===== config.mk =====
export PLATFORM = sky130hd
export DESIGN_NAME = vss_sequencer
export DESIGN_NICKNAME = d
export VERILOG_FILES = /design/src/inc/vss_pkg.sv /design/src/hdl/vss_code_decode.sv /design/src/hdl/vss_sequencer.sv
export VERILOG_INCLUDE_DIRS = /design/src /design/src/inc
export SDC_FILE = /design/constraint.sdc
export NUM_CORES = 1
export LEC_CHECK = 0
export BUFFER_PORTS_ARGS = -buffer_cell sky130_fd_sc_hd__buf_2
export CELL_PAD_IN_SITES_DETAIL_PLACEMENT = 1
export CELL_PAD_IN_SITES_GLOBAL_PLACEMENT = 1
export CORE_MARGIN = 4
export CORE_UTILIZATION = 45
export CTS_CLUSTER_SIZE = 28
export DETAILED_ROUTE_END_ITERATION = 10
export PLACE_DENSITY_LB_ADDON = 0.1
export SYNTH_ARGS = -nofsm -noshare
export SYNTH_HDL_FRONTEND = slang
export SYNTH_SLANG_ARGS = --single-unit

===== constraint.sdc =====
create_clock -name ref_clk -period 7.1 [get_ports ref_clk]
set_input_delay 1.775 -clock ref_clk [delete_from_list [all_inputs] [get_ports ref_clk]]
set_output_delay 1.775 -clock ref_clk [all_outputs]
set_load 0.01 [all_outputs]

===== src/inc/vss_defs.svh =====
// Constants for the soft-start sequencer
`ifndef VSS_DEFS_SVH
`define VSS_DEFS_SVH
`define VSS_CODE_W 8
`define VSS_MV_W 11
`define VSS_CLK_HZ 10000000
`define VSS_TIED_DELAY_US 2600
`define VSS_TIED_DELAY_CYC ((`VSS_TIED_DELAY_US * (`VSS_CLK_HZ / 1000000)))
`define VSS_STEP_CYC 16
`define VSS_OFF_CODE 8'h00
`define VSS_BASE_MV 11'h0fa
`define VSS_STEP_MV 11'h005
`endif


===== src/inc/vss_pkg.sv =====
// Types for the soft-start sequencer
package vss_pkg;
    typedef enum logic [2:0] {
        VSS_OFF,
        VSS_WAIT,
        VSS_RAMP,
        VSS_DONE
    } vss_state_e;
    typedef logic [7:0] vss_code_t;
endpackage


===== src/hdl/vss_code_decode.sv =====
// Voltage code to millivolt target decoder
`timescale 1ns/1ps
`include "vss_defs.svh"
module vss_code_decode (
    // Code in
    input wire logic [`VSS_CODE_W-1:0] code,
    // Target out, millivolts
    output logic [`VSS_MV_W-1:0] millivolts
);
    // Code zero is output off; otherwise base plus one step per code above one
    always_comb begin
        if (code == `VSS_OFF_CODE) begin
            millivolts = '0;
        end else begin
            millivolts = `VSS_BASE_MV
                + `VSS_MV_W'(`VSS_STEP_MV * `VSS_MV_W'(code - 8'h01));
        end
    end
endmodule


===== src/hdl/vss_sequencer.sv =====
// Start-up, soft-start ramp, target decode and diode-mode gate cut-off
`timescale 1ns/1ps
`include "vss_defs.svh"
module vss_sequencer #(
    parameter int TIED_DELAY_CYC = `VSS_TIED_DELAY_CYC,
    parameter int STEP_CYC = `VSS_STEP_CYC
) (
    // Clock and reset
    input wire logic ref_clk,
    input wire logic sys_rst,
    // Supply and enable
    input wire logic por_ok,
    input wire logic regulator_enable_input,
    input wire logic enable_tied_high,
    // Processor command
    input wire logic set_target_voltage_cmd,
    input wire logic [`VSS_CODE_W-1:0] cmd_code,
    // Gate control
    input wire logic light_load_diode_mode,
    input wire logic low_side_request,
    input wire logic phase_node_at_zero,
    // Outputs
    output logic [`VSS_CODE_W-1:0] voltage_code,
    output logic [`VSS_MV_W-1:0] target_mv,
    output logic power_good_output,
    output logic alert_n,
    output logic low_side_gate_drive
);
    vss_pkg::vss_state_e state, next_state;
    logic [`VSS_CODE_W-1:0] target, next_target;
    logic [`VSS_CODE_W-1:0] next_voltage_code;
    logic [31:0] timer, next_timer;
    logic next_power_good, next_alert_n, next_gate, cut, next_cut;
    logic [`VSS_MV_W-1:0] decoded;
    logic run;

    assign run = por_ok && regulator_enable_input;

    vss_code_decode u_dec (
        .code(voltage_code),
        .millivolts(decoded)
    );

    // Sequencer next state
    always_comb begin
        next_state = state;
        next_target = target;
        next_voltage_code = voltage_code;
        next_timer = timer;
        next_power_good = power_good_output;
        next_alert_n = alert_n;
        if (set_target_voltage_cmd) begin
            next_target = cmd_code;
        end
        case (state)
            vss_pkg::VSS_OFF: begin
                next_voltage_code = '0;
                next_power_good = 1'b0;
                next_alert_n = 1'b1;
                next_timer = '0;
                if (run) begin
                    next_state = enable_tied_high ? vss_pkg::VSS_WAIT : vss_pkg::VSS_RAMP;
                end
            end
            vss_pkg::VSS_WAIT: begin
                // Tied enable gives no edge, so a fixed delay marks the start
                if (timer >= 32'(TIED_DELAY_CYC - 1)) begin
                    next_timer = '0;
                    next_state = vss_pkg::VSS_RAMP;
                end else begin
                    next_timer = timer + 32'h1;
                end
            end
            vss_pkg::VSS_RAMP: begin
                if (voltage_code == next_target) begin
                    next_state = vss_pkg::VSS_DONE;
                    next_power_good = 1'b1;
                    next_alert_n = 1'b0;
                end else if (timer >= 32'(STEP_CYC - 1)) begin
                    next_timer = '0;
                    if (voltage_code < next_target) begin
                        next_voltage_code = voltage_code + 8'h01;
                    end else begin
                        next_voltage_code = voltage_code - 8'h01;
                    end
                end else begin
                    next_timer = timer + 32'h1;
                end
            end
            vss_pkg::VSS_DONE: begin
                next_voltage_code = next_target;
            end
            default: begin
                next_state = vss_pkg::VSS_OFF;
            end
        endcase
        // Dropping run clears state, code, timer and power good and raises alert_n at once (target is kept), so power good falls on the first clock edge after run drops
        if (!run) begin
            next_state = vss_pkg::VSS_OFF;
            next_voltage_code = '0;
            next_timer = '0;
            next_power_good = 1'b0;
            next_alert_n = 1'b1;
        end
    end

    // Low-side gate; cut holds until the current low-side request ends
    always_comb begin
        next_cut = cut;
        if (!low_side_request) begin
            next_cut = 1'b0;
        end else if (light_load_diode_mode && phase_node_at_zero) begin
            next_cut = 1'b1;
        end
        next_gate = low_side_request && !next_cut;
    end

    always_ff @(posedge ref_clk) begin
        if (sys_rst) begin
            state <= vss_pkg::VSS_OFF;
            target <= '0;
            voltage_code <= '0;
            timer <= '0;
            power_good_output <= 1'b0;
            alert_n <= 1'b1;
            target_mv <= '0;
        end else begin
            state <= next_state;
            target <= next_target;
            voltage_code <= next_voltage_code;
            timer <= next_timer;
            power_good_output <= next_power_good;
            alert_n <= next_alert_n;
            target_mv <= decoded;
        end
    end

    // Gate state registers apart so the cut path stays one flop from the pin
    always_ff @(posedge ref_clk) begin
        if (sys_rst) begin
            cut <= 1'b0;
            low_side_gate_drive <= 1'b0;
        end else begin
            cut <= next_cut;
            low_side_gate_drive <= next_gate;
        end
    end

    // Check-only counter: cycles the DAC code has sat still inside the ramp
    logic [31:0] step_gap, next_step_gap;

    always_comb begin
        next_step_gap = step_gap + 32'h1;
        if (state != vss_pkg::VSS_RAMP || next_voltage_code != voltage_code) begin
            next_step_gap = '0;
        end
    end

    always_ff @(posedge ref_clk) begin
        if (sys_rst) begin
            step_gap <= '0;
        end else begin
            step_gap <= next_step_gap;
        end
    end
endmodule


======== After elaboration in Yosys (flattened, before gate mapping) ========
Index checks and enable logic that the tools add are counted.
storage, ports and cells
  latch bits .............................. 0
  flip-flop bits (word level) ............. 66
  RAM bits ................................ 0
  bits in read-only memories .............. 0
  memories kept ........................... 0
  input bits .............................. 17
  output and inout bits ................... 22
cells by class
  bitwise operators ....................... 2
  $mul .................................... 1
  reductions and logical operators ........ 15
  equal/unequal tests ..................... 8
  $add $sub $neg .......................... 5
  div/mod/pow operators ................... 0
  shift-type cells ........................ 0
  mux-type cells .......................... 19
  $lt $le $gt $ge ......................... 3
operator list
  cell                                                   number
  two-way mux 32 bit                                     3
  case mux 32 bit (3 select lines)                       1
  adder 32 x 1 -> 32 bit, second input constant          1
  >= comparator 32 x 15 -> 1 bit, second input constant  1
  >= comparator 32 x 4 -> 1 bit, second input constant   1
  two-way mux 8 bit                                      4
  case mux 8 bit (3 select lines)                        1
  case mux 3 bit (4 select lines)                        1
  adder 8 x 11 -> 11 bit, first input constant           1
  multiplier 3 x 11 -> 11 bit, first input constant      1
  subtractor 8 x 1 -> 9 bit, second input constant       1
  adder 8 x 1 -> 8 bit, second input constant            1
  == test 8 bit                                          1
  logical NOT 8 bit                                      1
  < comparator 8 bit                                     1
  inequality test 2 bit, second input constant           4
  subtractor 8 x 1 -> 8 bit, second input constant       1
  == test 3 x 2 -> 1 bit, second input constant          2
  two-way mux 3 bit                                      2
  AND reduction 3 bit                                    2
  nonzero test 3 bit                                     2
  two-way mux 1 bit                                      4
  case mux 1 bit (2 select lines)                        2
  AND reduction 2 bit                                    2
  other kinds (8)                                        12

======== Depth between registers and ports, before layout ========
Gate-level depths: netlist of the first run.
  depth in word-level cells ............... 6
  gate-level depth with buffers ........... 14

======== By module ========
From an unflattened synthesis of the first run, not the netlist that was laid out.
unflattened totals
  cells, all modules ...................... 461
  area, all modules ....................... 4076.4 µm²
by module, submodules not included
  module           cells each  sequential area each (µm²)  area each (µm²)  times used
  vss_sequencer    363         1301.2                      3280.6           1
  vss_code_decode  98          0.0                         795.8            1

======== Worst setup path after synthesis of the first run ========
Ideal clock, no wire load.
  kind .................................... in2reg
  from .................................... in set_target_voltage_cmd
  to ...................................... reg voltage_code[7]
  setup time .............................. 0.074 ns
  path buffers ............................ 1
  stages .................................. 14
  slack ................................... 2.180 ns
  arrival time ............................ 4.846 ns
  cell sequence ........................... clkbuf_1 -> mux2i_1 -> ha_1 -> o21ai_0 -> a21oi_1 -> o21ba_2 -> or2_2 -> ha_1 -> a21oi_1 -> o2111ai_1 -> a211o_1 -> a211oi_1 -> o21ai_0 -> a31oi_1
on the way
  cells in the longest elaborated chain, start to end .. 6
  elaborated cells on any way between the ends .. 9
RTL lines
  what                             line                  source
  start: declaration               vss_sequencer.sv:16   input wire logic set_target_voltage_cmd,
  two-way mux 8 bit *              vss_sequencer.sv:52   if (set_target_voltage_cmd) begin
  < comparator 8 bit               vss_sequencer.sv:81   if (voltage_code < next_target) begin
  two-way mux 8 bit                vss_sequencer.sv:81
  two-way mux 8 bit                vss_sequencer.sv:79   end else if (timer >= 32'(STEP_CYC - 1)) begin
  two-way mux 8 bit                vss_sequencer.sv:75   if (voltage_code == next_target) begin
  case mux 8 bit (3 select lines)  vss_sequencer.sv:55   case (state)
  end signal: assignment           vss_sequencer.sv:130  voltage_code <= next_voltage_code;
  end: declaration                 vss_sequencer.sv:23   output logic [`VSS_CODE_W-1:0] voltage_code,
Mark *: on every way between the ends. The rest lies on a longest branch, timed or not. The select of a mux whose other input is x is not followed.
A chain may end at the register's enable or synchronous reset.

======== Worst setup path after layout of the first run ========
Ends and elaborated chain as after synthesis.

==> results of run 1 <==
## worst paths after layout
check                    endpoint  cells past startpoint  slack [ns]
setup / recovery  voltage_code[7]                     14        2.09
setup reg to reg    target_mv[10]                     12        2.90
hold reg to reg               cut                      2        0.46
hold / removal                cut                      2        0.46
## cell usage in the layout, fill, tap and decap left out, types with 3 or more instances in the layout
master and n:
and2_1 4, a31oi_1 5, or3_1 5, nor3_1 11
mux2i_1 14, a211oi_1 6, and3_1 8, xnor2_1 13
nand3_1 9, o21ai_0 19, a21oi_1 32, inv_1 21
ha_1 35, nor2b_1 5, nor2_1 63, clkbuf_8 9
nand2_1 22, nand3b_1 3, nor4_1 8, a21o_1 6
fa_1 6, nor3b_1 3, or2_2 4, buf_2 38
xor2_1 15, nand2b_1 6, nand4_1 9, dfxtp_1 65
## worst max-delay path, stage by stage
cell	delay (ns)
buf_2	0.22
mux2i_1	0.34
ha_1	0.31
o21ai_0	0.21
a21oi_1	0.07
o21ba_2	0.23
or2_2	0.37
ha_1	0.37
a21oi_1	0.23
o2111ai_1	0.16
a211o_1	0.35
a211oi_1	0.31
o21ai_0	0.15
a31oi_1	0.18
## flip-flops by register name, indices dropped and copies added, names as in the netlist
signal,flops
target_mv,11
cut,1
low_side_gate_drive,1
state,2
alert_n,1
voltage_code,8
power_good_output,1
timer,32
target,8
## routing by layer
metal / GRT usage / up-vias
li1: - / 1650
met1: 0.2729 / 1581
met2: 0.3400 / 53
met3: 0.03253 / 16
met4: 0.06528 / 0
met5: 0 / -
## area by class of cell
type,instances,area (sq um),share of cell area
tap,105,131.4,0.03056
sequential,65,1301,0.3027
multi-input combinational,345,2387,0.5553
inverter,21,78.83,0.01834
clock inverter,6,67.56,0.01572
clock buffer,10,127.6,0.02969
timing repair buffer,40,205.2,0.04773
## power by group
group          internal (mW)  total [mW]  switching (mW)
sequential             0.372       0.376         0.00379
clock                  0.164       0.325           0.161
combinational         0.0647       0.146          0.0812
total                  0.600       0.847           0.246
## synth_stat cells (all sizes together) (10+ instances only)
cell	instances	area, sq um
dfxtp	65	1301
nor2	64	242.7
ha	35	437.9
a21oi	32	160.2
nand2	22	82.58
inv	21	78.83
o21ai	20	100.1
xor2	15	131.4
mux2i	14	140.1
xnor2	13	113.9
nor3	12	65.06
and3	10	65.06
clkbuf	10	37.54
## logic make-up after synthesis
group	Yosys count	synth area share
adders and majority gates	41	0.1450
DFF	65	0.3381
buffers and inverters	36	0.04161
xor gates and xnor gates	28	0.06372
and+or+nand+nor	172	0.2279
muxes	15	0.03934
AOI/OAI and AO/OA	89	0.1443
==> results.md, run 1 <==
- Die area: 10100 sq um
- Die H: roughly 100 um
- Starting Density: 0.4661
- Final worst path period need: 5.010 ns
- Die width: between 100 and 150 um
- DPL Wire Length: a little over 7000 um
- FILL cells: ~1.0k
- Utilization after layout: 0.5206
- Cell variety after synth: 57
- Maxcap violations: 0
- Hold Crit Class: reg2reg
- Final Cycle Share: 0.7056
- Layout Area Growth over Synthesis: 11.70%
- Clock tree from TritonCTS: built
- Syn_area_per_cell: approximately 8.6 sq um
- Row count: 33
- Hold_ws: between 0.4 and 0.5 ns
- Clock root buffer: clkbuf_8
- Clock Sink Count: 65
- Critical R2R Launch: voltage_code[0]
- Placed cell area: 4104 sq um
- Max VDD drop: roughly 0.000099 V
- Initial antenna violation count: 0
- CP Class: in2reg
- Leakage: ~1.8 nW
- Largest net degree at the start of global routing: 26
- DR iter-0 viols: 97
- Critical Path AT: 5.29 ns
- Post-Syn Area: 3849 sq um
- Crit path launch type: input port
- Total power: 0.8466 mW
- Final Instance Count excl. Fillers: ~590
- Drt drc: 0
- Hold buffers post-CTS: 0
- Drt pass-1 iters: 4
- Cells after Synth: around 450
- Clk slew on worst S/H paths: around 0.080 ns
- Longest Clk Path Bufs: 2
- Vias in the first global route: around 3.4k
- Final Setup Violations: 0
- Setup WS post-layout: approximately 2.1 ns
- Placed Cells: 576
- Slew of the pin with the lowest slew margin: 1.024 ns
- DRT Wirelength: 9658 um
- Max Slew Vio Count: 0
- Global-route wire length before repair: between 15000 and 20000 um
- Clock Latency Late Sink: 0.35 ns
- Yosys synthesis warning count: 0
- Clk_skew: between 0.01 and 0.015 ns
- Seq/Total Area, Yosys: 0.3381
- Via count: around 3.3k
- DR WL/cell: around 16 um
- Fmax: 0.1996 GHz
- Buffers added on ports: 38
- Grt ovf: 0
- Post-route cell area: about 4300 sq um
- Layout cells sized above 1: 0.1499
- Setup TNS Final: 0 ns
- PD cells: slightly below 200 nW/um^2
- Critical Path RT: 7.38 ns
- GRT Resource Usage Total: 0.2048
- EDFF count, synth: 0
- DR WL met2: approximately 4500 um
- Setup crit start: set_target_voltage_cmd
- Maximum fanout along the worst path: 8
- Worst slack, placed: about 2 ns
- Outcome: complete, no violations
- Slew margin rel.: 0.3158
- Io pins: 39
- Max layer used: met4
- Ys async rst share: 0
- Hold path startpoint: cut
- DRT met1 WL: around 4700 um
- CTS resizes: 0
- GPL Wtd Cong: around 0.8
- Core ar.: between 8000 and 9000 sq um
- Most used DFF post-synth: dfxtp_1
- H-tree Lvls: 3
- Final #Nets: 540
- Wire length on met3: roughly 290 um
- Diodes inserted: 0
- Worst Setup End Kind: flop
- CTS Buf Count: 9
- Vias per Instance: roughly 5.6
- RSZ-0062 raised after global routing: false
- Final Hold Fails: 0
- ANT nets after route: 0
- Setup Fix Bufs, Post-CTS: 0
- Count of state elements after synthesis: 65
- Syn Nets: ~500
Power figures use the tool's default switching activity.
==> run 2, diff against run 1 <==
--- a/config.mk
+++ b/config.mk
@@ -10,7 +10,7 @@
 export CELL_PAD_IN_SITES_DETAIL_PLACEMENT = 1
 export CELL_PAD_IN_SITES_GLOBAL_PLACEMENT = 1
 export CORE_MARGIN = 4
-export CORE_UTILIZATION = 45
+export CORE_UTILIZATION = 41
 export CTS_CLUSTER_SIZE = 28
 export DETAILED_ROUTE_END_ITERATION = 10
 export PLACE_DENSITY_LB_ADDON = 0.1
==> constraint.sdc (replaced) <==
create_clock -name ref_clk -period 4.2 [get_ports ref_clk]
set_input_delay 1.05 -clock ref_clk [delete_from_list [all_inputs] [get_ports ref_clk]]
set_output_delay 1.05 -clock ref_clk [all_outputs]
set_load 0.01 [all_outputs]
==> run 2 against run 1 <==
Effect of this change: die area grew 9.0%; worst hold slack gained 0.016 ns; worst setup slack worse by 1.8 ns; sequential share of layout area is 1.2 points lower; utilization decreased by 3.4 points; clock power grew 78%; sequential cell count unchanged; final cell count is 4.2% higher; critical endpoint unchanged.
==> results.md, run 2 (same netlist as run 1, synthesis figures left out) <==
- Core ar.: about 9200 sq um
- Critical path capture point: voltage_code[7]
- PD cells: between 300 and 400 nW/um^2
- Critical R2R Launch: voltage_code[0]
- Setup crit start: set_target_voltage_cmd
- Crit path launch type: input port
- Leakage: roughly 1.9 nW
- Final worst path period need: between 3 and 4 ns
- Largest net degree at the start of global routing: 16
- Hold Crit Class: reg2reg
- Row count: 35
- R2r endpoint: target_mv[10]
- Starting Density: 0.4185
- Comb pwr share: 0.180
- Maxcap violations: 0
- DRT met1 WL: between 4000 and 5000 um
- Grt ovf: 0
- Net Sw Power: approximately 0.42 mW
- Layout Area Growth over Synthesis: 16.35%
- Most common cell after layout, fill and taps aside: dfxtp_1
- Hold buffers post-CTS: 0
- Final Hold Fails: 0
- Utilization after layout: 0.4869
- Slew margin rel.: 0.5081
- DRT Wirelength: around 10000 um
- DR iter-0 viols: 126
- Clk slew on worst S/H paths: roughly 0.08 ns
- Vias per Instance: between 5 and 6
- Vias in the first global route: ~3.4k
- Post-route cell area: 4478 sq um
- DPL Wire Length: between 7000 and 8000 um
- Clock root buffer: clkbuf_8
- Clock tree from TritonCTS: built
- Clock Latency Late Sink: about 0.35 ns
- Maximum fanout along the worst path: 8
- Die area: 11000 sq um
- Max Slew Vio Count: 0
- Placed cell area: between 4000 and 5000 sq um
- Die width: between 100 and 150 um
- Drt drc: 0
- Wire length on met3: approximately 310 um
- Worst Reg-to-Reg Cells: 12
- Final Setup Violations: 0
- GRT Resource Usage Total: 0.1860
- Die H: ~100 um
- Biggest regs: timer (32), target_mv (11)
- Largest register FFs: 32
- Global-route wire length before repair: around 17000 um
- Buffers added on ports: 38
- CTS Buf Count: 9
- Critical Path AT: between 4 and 5 ns
- CP Class: in2reg
- Fmax: between 0.2 and 0.3 GHz
- Clock group share of total power: 0.392
- Final Cycle Share: 0.9213
- Via count: around 3.4k
- CP max stage cell: or2_2
- Reg2Reg Setup Slack: between 0.6 and 0.7 ns
- ANT nets after route: 0
- Diodes inserted: 0
- Switch share: 0.2835
- Io pins: 39
- DR WL/cell: between 15 and 20 um
- Flop pwr share: 0.429
- Most frequent cells in the layout: 65 x dfxtp_1, 63 x nor2_1, 37 x buf_2, 35 x ha_1, 31 x a21oi_1
- Setup TNS Final: 0 ns
- Drt pass-1 iters: 5
- Worst Setup End Kind: flop
- Most flops, register: timer
- Critical Path RT: about 4.5 ns
- Final #Nets: roughly 560
- RSZ-0062 raised after global routing: false
- Layout cells sized above 1: 0.1877
- Initial antenna violation count: 0
- DR WL met2: around 4400 um
- CP max stage delay: ~0.38 ns
- Clock Sink Count: 65
- Max VDD drop: 0.0001125 V
- Max layer used: met4
- Longest Clk Path Bufs: 2
- Clk_skew: approximately 0.0085 ns
- H-tree Lvls: 3
- Outcome: complete, no violations
- Crit-path cells: clkbuf_4, mux2i_2, ha_1, o21ai_0, a21oi_1, o21ba_2, or2_2, ha_1, a21oi_2, o2111ai_1, a211o_1, a211oi_1, o21ai_0, a31oi_1
- Slew of the pin with the lowest slew margin: approximately 0.73 ns
- Internal Power: 1.060 mW
- GPL Wtd Cong: just under 0.8
[run 2: changes by cell type in the layout (fill, tap and decap cells not counted)]
cell / change
buf_4: +19
buf_2: -1
mux2i_1: -1
mux2i_2: +1
clkbuf_1: -1
clkbuf_4: +1
clkbuf_8: +2
a21oi_1: -1
clkinv_2: -1
a21oi_2: +1
[run 2: metrics by stage]
step | setup slack (ns) | hold WS (ns) | total power [mW] | instances
6_report | 0.3305 | 0.4781 | 1.479 | 617
5_1_grt | 0.02120 | 0.5240 | 1.564 | 617
4_1_cts | 0.2734 | 0.4810 | 1.498 | 617
3_5_place_dp | -0.07016 | 0.4691 | 0.9143 | 601
3_3_place_gp | 0.05488 | 0.4355 | 0.9050 | 601
2_1_floorplan | 0.005171 | 0.4202 | 0.8384 | 446
[run 2: power by group through the flow]
stage | clock [mW] | combinational, mW | sequential, mW
after detailed placement | 0 | 0.266 | 0.649
after floorplan | 0 | 0.186 | 0.652
after global routing | 0.626 | 0.303 | 0.636
after global placement | 0 | 0.257 | 0.648
after CTS | 0.597 | 0.267 | 0.634
final | 0.580 | 0.266 | 0.634
[run 2: layout make-up]
cell class	instances	area, sq um
repair buffers	59	350.3
clock buffers	11	151.4
flip-flops and latches	65	1301
clock inverters	5	62.56
multi-input cells	345	2395
well taps	111	138.9
fillers	1130	4718
inverters	21	78.83
[run 2: metal layers]
layer,up-vias,GRT usage
met5,-,0
met4,0,0.04592
met3,8,0.04015
met2,47,0.2929
met1,1619,0.2595
li1,1687,-
[run 2: how the worst min path moves through the flow]
| stage | from | endpoint | slack [ns] | cells past startpoint |
|---|---|---|---|---|
| after global routing | timer[1] | timer[1] | 0.52 | 2 |
| after detailed placement | timer[1] | timer[1] | 0.47 | 2 |
| after floorplan | cut | cut | 0.42 | 2 |
| after CTS | timer[1] | timer[1] | 0.48 | 2 |
| final | timer[1] | timer[1] | 0.48 | 2 |
| after global placement | cut | cut | 0.44 | 2 |
[run 2: what timing repair did]
action                                  in CTS  in global routing
endpoints found under the setup margin       0                  1
resized for setup                            0                  3
buffers inserted                             0                  0
hold endpoints to repair                     0                  0
[run 2: critical path, delay by kind of cell]
kind / cells / cell delay (ns)
AO/OA/AOI/OAI: 9 / 1.62
adder cells (fa/ha/maj): 2 / 0.64
AND/OR/NAND/NOR: 1 / 0.38
multiplexers: 1 / 0.26
buffers and inverters: 1 / 0.20
